--- src/logic/lfs_pkg.sv ---
package lfs_pkg;
  // Bit positions in the primary fault status byte
  localparam int unsigned OUT_OFF_BIT = 0;
  localparam int unsigned THERMAL_BIT = 6;
  localparam int unsigned UV_BIT = 7;
  // Bit position in the secondary tone status byte
  localparam int unsigned TONE_BIT = 2;
  // Status byte width
  localparam int unsigned STAT_W = 8;
  // Reset values: output disabled at power-on, no faults
  localparam logic THERMAL_RST = 1'b0;
  localparam logic UV_RST = 1'b0;
  localparam logic OUT_OFF_RST = 1'b1;
  localparam logic TONE_RST = 1'b0;
  // Flags travelling together
  typedef struct packed {
    logic uv;
    logic thermal;
    logic out_off;
    logic tone;
  } lfs_flags_s;
endpackage

--- src/logic/lfs_status_flags.sv ---
`timescale 1ns/1ps
// Contract
// - Overtemperature sets thermal flag, disables, sets disabled
// - Ninth-clock read sample clears thermal if gone
// - Undervoltage sets flag, locks output, sets disabled
// - Ninth-clock read sample clears undervoltage if gone
// - Output stays off until host enable write
// - Tone flag set when tone enabled and present
// - Tone flag clear when tone generation disabled
// - Secondary register uses only bit two
// - Disabled flag set at reset/fault/disabling write, cleared by enabling write while no fault flag is latched
// - Disabled flag rising never raises interrupt
module lfs_status_flags
  import lfs_pkg::*;
(
  // Clock and reset
  input wire logic ref_clk_i,
  input wire logic rst_n_i,
  // Analog fault and tone sense (asynchronous)
  input wire logic overtemp_i,
  input wire logic undervolt_i,
  input wire logic tone_sense_i,
  // From serial engine and control registers (same clock)
  input wire logic read_ninth_rise_i,
  input wire logic write_end_i,
  input wire logic out_enable_bit_i,
  input wire logic tone_enable_i,
  // Status bytes and controls
  output logic [STAT_W-1:0] fault_status_primary_o,
  output logic [STAT_W-1:0] tone_status_secondary_o,
  output logic output_on_o,
  output logic fault_irq_o
);

  // Reset images of the status bytes, built from the flag resets
  localparam logic [STAT_W-1:0] PRIM_RST = (STAT_W'(OUT_OFF_RST) << OUT_OFF_BIT)
    | (STAT_W'(THERMAL_RST) << THERMAL_BIT)
    | (STAT_W'(UV_RST) << UV_BIT);
  localparam logic [STAT_W-1:0] SEC_RST = STAT_W'(TONE_RST) << TONE_BIT;
  // Bits that carry a function; all others must read zero
  localparam logic [STAT_W-1:0] PRIM_USED = (STAT_W'(1) << OUT_OFF_BIT)
    | (STAT_W'(1) << THERMAL_BIT)
    | (STAT_W'(1) << UV_BIT);
  localparam logic [STAT_W-1:0] SEC_USED = STAT_W'(1) << TONE_BIT;

  // Two-stage synchronisers for the sense pins
  logic [2:0] sync1;
  logic [2:0] sync2;
  always_ff @(posedge ref_clk_i or negedge rst_n_i) begin
    if (!rst_n_i) begin
      sync1 <= 3'h0;
      sync2 <= 3'h0;
    end else begin
      sync1 <= {tone_sense_i, undervolt_i, overtemp_i};
      sync2 <= sync1;
    end
  end

  logic ot_s;
  logic uv_s;
  logic tone_s;
  assign ot_s = sync2[0];
  assign uv_s = sync2[1];
  assign tone_s = sync2[2];

  lfs_flags_s flags;
  lfs_flags_s next_flags;
  logic irq;
  logic next_irq;

  // Flag update: fault set wins over read-time clear
  always_comb begin
    next_flags = flags;
    next_irq = 1'b0;
    if (read_ninth_rise_i) begin
      next_flags.thermal = ot_s;
      next_flags.uv = uv_s;
    end
    if (ot_s) begin
      next_flags.thermal = 1'b1;
    end
    if (uv_s) begin
      next_flags.uv = 1'b1;
    end
    // Enabling write clears disabled only when no latched fault
    if (write_end_i && out_enable_bit_i && !next_flags.thermal && !next_flags.uv) begin
      next_flags.out_off = 1'b0;
    end else if (write_end_i && !out_enable_bit_i) begin
      next_flags.out_off = 1'b1;
    end
    if (ot_s || uv_s) begin
      next_flags.out_off = 1'b1;
    end
    next_flags.tone = tone_enable_i && tone_s;
    // Interrupt only on fault flag rising, never on disabled
    next_irq = (next_flags.thermal && !flags.thermal) || (next_flags.uv && !flags.uv);
  end

  always_ff @(posedge ref_clk_i or negedge rst_n_i) begin
    if (!rst_n_i) begin
      flags <= '{uv: UV_RST, thermal: THERMAL_RST, out_off: OUT_OFF_RST, tone: TONE_RST};
      irq <= 1'b0;
    end else begin
      flags <= next_flags;
      irq <= next_irq;
    end
  end

  // Registered status bytes, unused bits zero
  logic [STAT_W-1:0] next_prim;
  logic [STAT_W-1:0] next_sec;
  always_comb begin
    next_prim = '0;
    next_sec = '0;
    next_prim[OUT_OFF_BIT] = next_flags.out_off;
    next_prim[THERMAL_BIT] = next_flags.thermal;
    next_prim[UV_BIT] = next_flags.uv;
    next_sec[TONE_BIT] = next_flags.tone;
  end

  always_ff @(posedge ref_clk_i or negedge rst_n_i) begin
    if (!rst_n_i) begin
      fault_status_primary_o <= PRIM_RST;
      tone_status_secondary_o <= SEC_RST;
      output_on_o <= ~OUT_OFF_RST;
      fault_irq_o <= 1'b0;
    end else begin
      fault_status_primary_o <= next_prim;
      tone_status_secondary_o <= next_sec;
      output_on_o <= !next_flags.out_off;
      fault_irq_o <= irq;
    end
  end
endmodule

--- config.mk ---
export PLATFORM = sky130hd
export DESIGN_NAME = lfs_status_flags
export DESIGN_NICKNAME = d
export VERILOG_FILES = /design/src/logic/lfs_pkg.sv /design/src/logic/lfs_status_flags.sv
export SDC_FILE = /design/constraint.sdc
export NUM_CORES = 1
export LEC_CHECK = 0
export BUFFER_PORTS_ARGS = -buffer_cell sky130_fd_sc_hd__buf_2
export CORE_AREA = 5 5 42 44
export CTS_BUF_LIST = sky130_fd_sc_hd__clkbuf_4
export DETAILED_ROUTE_END_ITERATION = 6
export DIE_AREA = 0 0 47 49
export PLACE_DENSITY = 0.71
export SLEW_MARGIN = 20
export SYNTH_ARGS = -nofsm -noshare
export SYNTH_HDL_FRONTEND = slang
export SYNTH_SLANG_ARGS = --single-unit
--- constraint.sdc ---
create_clock -name ref_clk_i -period 1.55 [get_ports ref_clk_i]
set_input_delay 0.0775 -clock ref_clk_i [delete_from_list [all_inputs] [get_ports ref_clk_i]]
set_output_delay 0.0775 -clock ref_clk_i [all_outputs]
set_load 0.02 [all_outputs]
# Word level (Yosys, flattened, before mapping)
# Index checks and enable logic that the tools add are counted.
# W data, S select, Z words.
totals:
  regBits: 16
  input_bits: 9
  out_inout_bits: 18
classes:
  n_mux: 6
  n_reduce_logical: 15
ops:
  columns: ["op", "n"]
  rows:
  - ["$logic_and A1 B1 Y1", 7]
  - ["$logic_not A1 Y1", 6]
  - ["$mux W1", 5]
  - ["$logic_or A1 B1 Y1", 2]
  - ["$mux W2", 1]

# Depth between registers and ports, before layout
depth:
  depth_word: 8
  depth_mapped: 3
  depth_no_buf: 3

# Worst setup path before layout
# No wires, ideal clock.
synth_timing:
  path_type: "flip-flop to flip-flop"
  startpoint: "reg, netlist name fault_status_primary_o[0]"
  endpoint: "reg output_on_o"
  setup_time_ps: 120
  t_arrival_ps: 852
  required_time_ps: 1430
  path_slack_ps: 578
  path_stages_with_launch: 3
  path_buffers: 0
  path_cell_list: "dfstp_2 a2111oi_4 a41o_1"
synth_rtl:
  columns: ["item", "line_no", "rtl"]
  rows:
  - ["to (signal assigned)", "lfs_status_flags.sv:125", "output_on_o <= ~OUT_OFF_RST;"]
  - ["to (signal assigned)", "lfs_status_flags.sv:130", "output_on_o <= !next_flags.out_off;"]
  - ["to (decl)", "lfs_status_flags.sv:31", "output logic output_on_o,"]

# Final worst setup path
layout_timing:
  startpoint: "reg fault_status_primary_o[0]"
  endpoint: "out fault_status_primary_o[0]"
layout_rtl:
  columns: ["item", "line_no", "rtl"]
  rows:
  - ["from (decl)", "lfs_status_flags.sv:29", "output logic [STAT_W-1:0] fault_status_primary_o,"]
  - ["from (signal assigned)", "lfs_status_flags.sv:128", "fault_status_primary_o <= next_prim;"]
# No word-level cell between the ends.

==> results.md <==
- Status: complete, no violations
- CP max stage delay: between 0.5 and 0.6 ns
- Min Hold Slack: around 0.017 ns
- Worst-path cell chain: buf_2
- Clock power share: 30.5%
- Final hold vios: 0
- Die span in y: 49 um
- Number of antenna violations at the first check in global routing: 0
- Min-delay worst type: in -> reg
- Clk buf depth: 2
- Max Cap Viol: 0
- Final WS setup: 0.482 ns
- Ys Warns: 0
- Final setup viols: 0
- Layout Cells excl Fill: 77
- # nets final: 71
- Clock sink count: 13
- Avg Cell Area, Syn: 13.1 um^2
- Residual DRC count: 0
- RSZ-0062 raised after global routing: no
- Internal power: 477 uW
- Final min period: about 1.1 ns
- XOR/XNOR Fraction of Synth Area: 0%
- Max Fclk: 0.936 GHz
- Delay-heaviest family, CP: flip-flops
- Routed len/inst: 9.62 um
- Area grow syn2layout: 20.8%
- TritonCTS clock tree: yes
- Die ar.: 2300 um^2
- Pre-CTS WS: ~0.60 ns
- I/O pins: 27
- Site Rows: 14
- Clock-pin slew on the worst setup and hold paths: 0.08 ns
- Vias per std cell: 4.01
- Cts bufs inserted: 3
- Pins Over Slew Limit: 0
- Largest net degree at the start of global routing: 14
- Cells after Synth: 40
- Maximum VDD drop: 634 uV
- Sequential area share after synthesis: 62.3%
- Worst-Skew Late Latency: 0.27 ns
- TNS Setup: 0 ns
- Post-Synth Adder-Cell Area: 0%
- Sequential Area: around 330 um^2
- P_sw: approximately 170 uW
- Post-route cell area: 633 um^2
- PortBufs: 14
- DRT iter0 DRCs: 0
- WS Path Type: reg -> out
- CP max stage cell: dfstp_2
- Grt ovf: 0
- CP required: 1.47 ns
- Area of the multi-input gates: 126 um^2
- Final core occ: 45.2%
- Inserted Diodes: 0
- Remaining antenna violation count: 0
- Overall routing resource usage: 7.51%
- Comb pwr share: 12.7%
- Skew final: between 0.003 and 0.004 ns
- Number of placed cells counting well taps: between 60 and 70
- Sw Share: 26.2%
- First-pass GRT wire length: 1.28 mm
- Core area: roughly 1400 um^2
- Leak: 0.332 nW
- First drt pass iteration count: 1
- Yosys cell types: 13
- P per Cell Area: approximately 1000 nW/um^2
- Post-Route WL: 741 um
- Fill cell count: 134
- CP Buf/Inv Count: 1
- Synthesized area: 524 um^2
- Crit end category: output pin
- Crit path max fanout: 2
- Share of layout cells above drive strength 1: 36.1%
- Post-synthesis simple-gate area fraction: 1.19%
- Combinational family with the most area after synthesis: buffers and inverters
- CP arrival: 0.99 ns
- H-Tree Depth: 1
- Starting density of the core: a little under two fifths
- Overall Power: 646 uW
- Worst setup SP type: flip-flop
- Via count: 309
- Post-synthesis compound-gate area fraction: 14.3%
- Mux share of post-synthesis cell area: 0%
- Seq pwr share: 56.8%
- Vias in the first global route: 317
- DP Area: 566 um^2
- FF+latch count, synth: 13
- Chip Width: 47 um
- Routability cong.: 0.625
- Root Buffer: clkbuf_4
- Period utilization: 68.9%
## layout make-up
type	instances	share of cell area (%)
clock inverter	1	0.791
multi-input combinational	20	20.0
inverter	6	3.56
timing repair buffer	18	17.4
clock buffer	3	3.56
sequential	13	51.6
tap	16	3.16
## placed cells by master (no fill, tap or decap)
cell type      Yosys  routed
a41oi_1            1       1
a41o_1             1       1
buf_2              0      14
inv_2              1       1
a21oi_1            2       2
and2_1             1       1
dlygate4sd3_1      0       4
inv_1              5       5
conb_1             1      12
dfrtp_1           12      12
dfstp_2            1       1
a211oi_2           1       1
clkinv_2           0       1
a2111oi_4          1       1
o22ai_1            1       1
clkbuf_4           0       3
## sequential cells by signal (all words and copies together) (netlist names)
register	cells
fault_irq_o	1
output_on_o	1
fault_status_primary_o	3
tone_status_secondary_o	1
irq	1
sync2	3
sync1	3
## synthesized netlist by cell type
master	n	area, um^2
conb_1	1	3.75
dfrtp_1	12	300
buf_4	12	90.1
dfstp_2	1	26.3
and2_1	1	6.26
a211oi_2	1	12.5
inv_1	5	18.8
a41oi_1	1	8.76
a41o_1	1	10.0
inv_2	1	3.75
a2111oi_4	1	27.5
a21oi_1	2	10.0
o22ai_1	1	6.26
## logic make-up (layout without fill, tap and decap cells)
family | Yosys count | count (layout)
flops | 13 | 13
other cells | 1 | 12
simple gates | 1 | 1
compound gates | 7 | 7
buf+inv | 18 | 28
## worst register-to-register path, delay by kind of cell (launching register included)
kind / cells / cell delay, ns
DFF: 1 / 0.45
AOI/OAI and AO/OA: 2 / 0.44
## final timing paths
path | slack (ns) | startpoint | to | depth (start not counted)
worst max-delay path | 0.48 | fault_status_primary_o[0] | fault_status_primary_o[0] | 1
worst min-delay path | 0.02 | tone_enable_i | tone_status_secondary_o[2] | 2
worst max register to register | 0.59 | sync2[1] | output_on_o | 2
worst min register to register | 0.35 | irq | fault_irq_o | 0
max in group asynchronous | 1.08 | rst_n_i | fault_status_primary_o[0] | 2
min in group asynchronous | 0.20 | rst_n_i | sync1[1] | 2
## power groups by stage
stage	clock network [mW]	logic, mW	registers [mW]
6_report	0.197	0.0822	0.367
5_1_grt	0.223	0.0921	0.369
4_1_cts	0.210	0.0828	0.367
3_5_place_dp	0	0.0748	0.374
3_3_place_gp	0	0.0743	0.373
2_1_floorplan	0	0.0606	0.382
## metal layers
layer | GRT usage (%) | vias to the layer above | part of all wire, %
li1 | - | 148 | -
met4 | 4.15 | 0 | 0
met2 | 11.3 | 16 | 51
met1 | 9.01 | 145 | 35
met5 | 0 | - | 0
met3 | 2.58 | 0 | 13
## timing repair
| action | 4_1_cts | 5_1_grt |
|---|---|---|
| hold buffers | 4 | 0 |
| setup buffers | 0 | 0 |
| gates resized for setup | 0 | 0 |
| hold endpoints to repair | 16 | 0 |
Note: power is estimated with default switching activity, not from simulation.
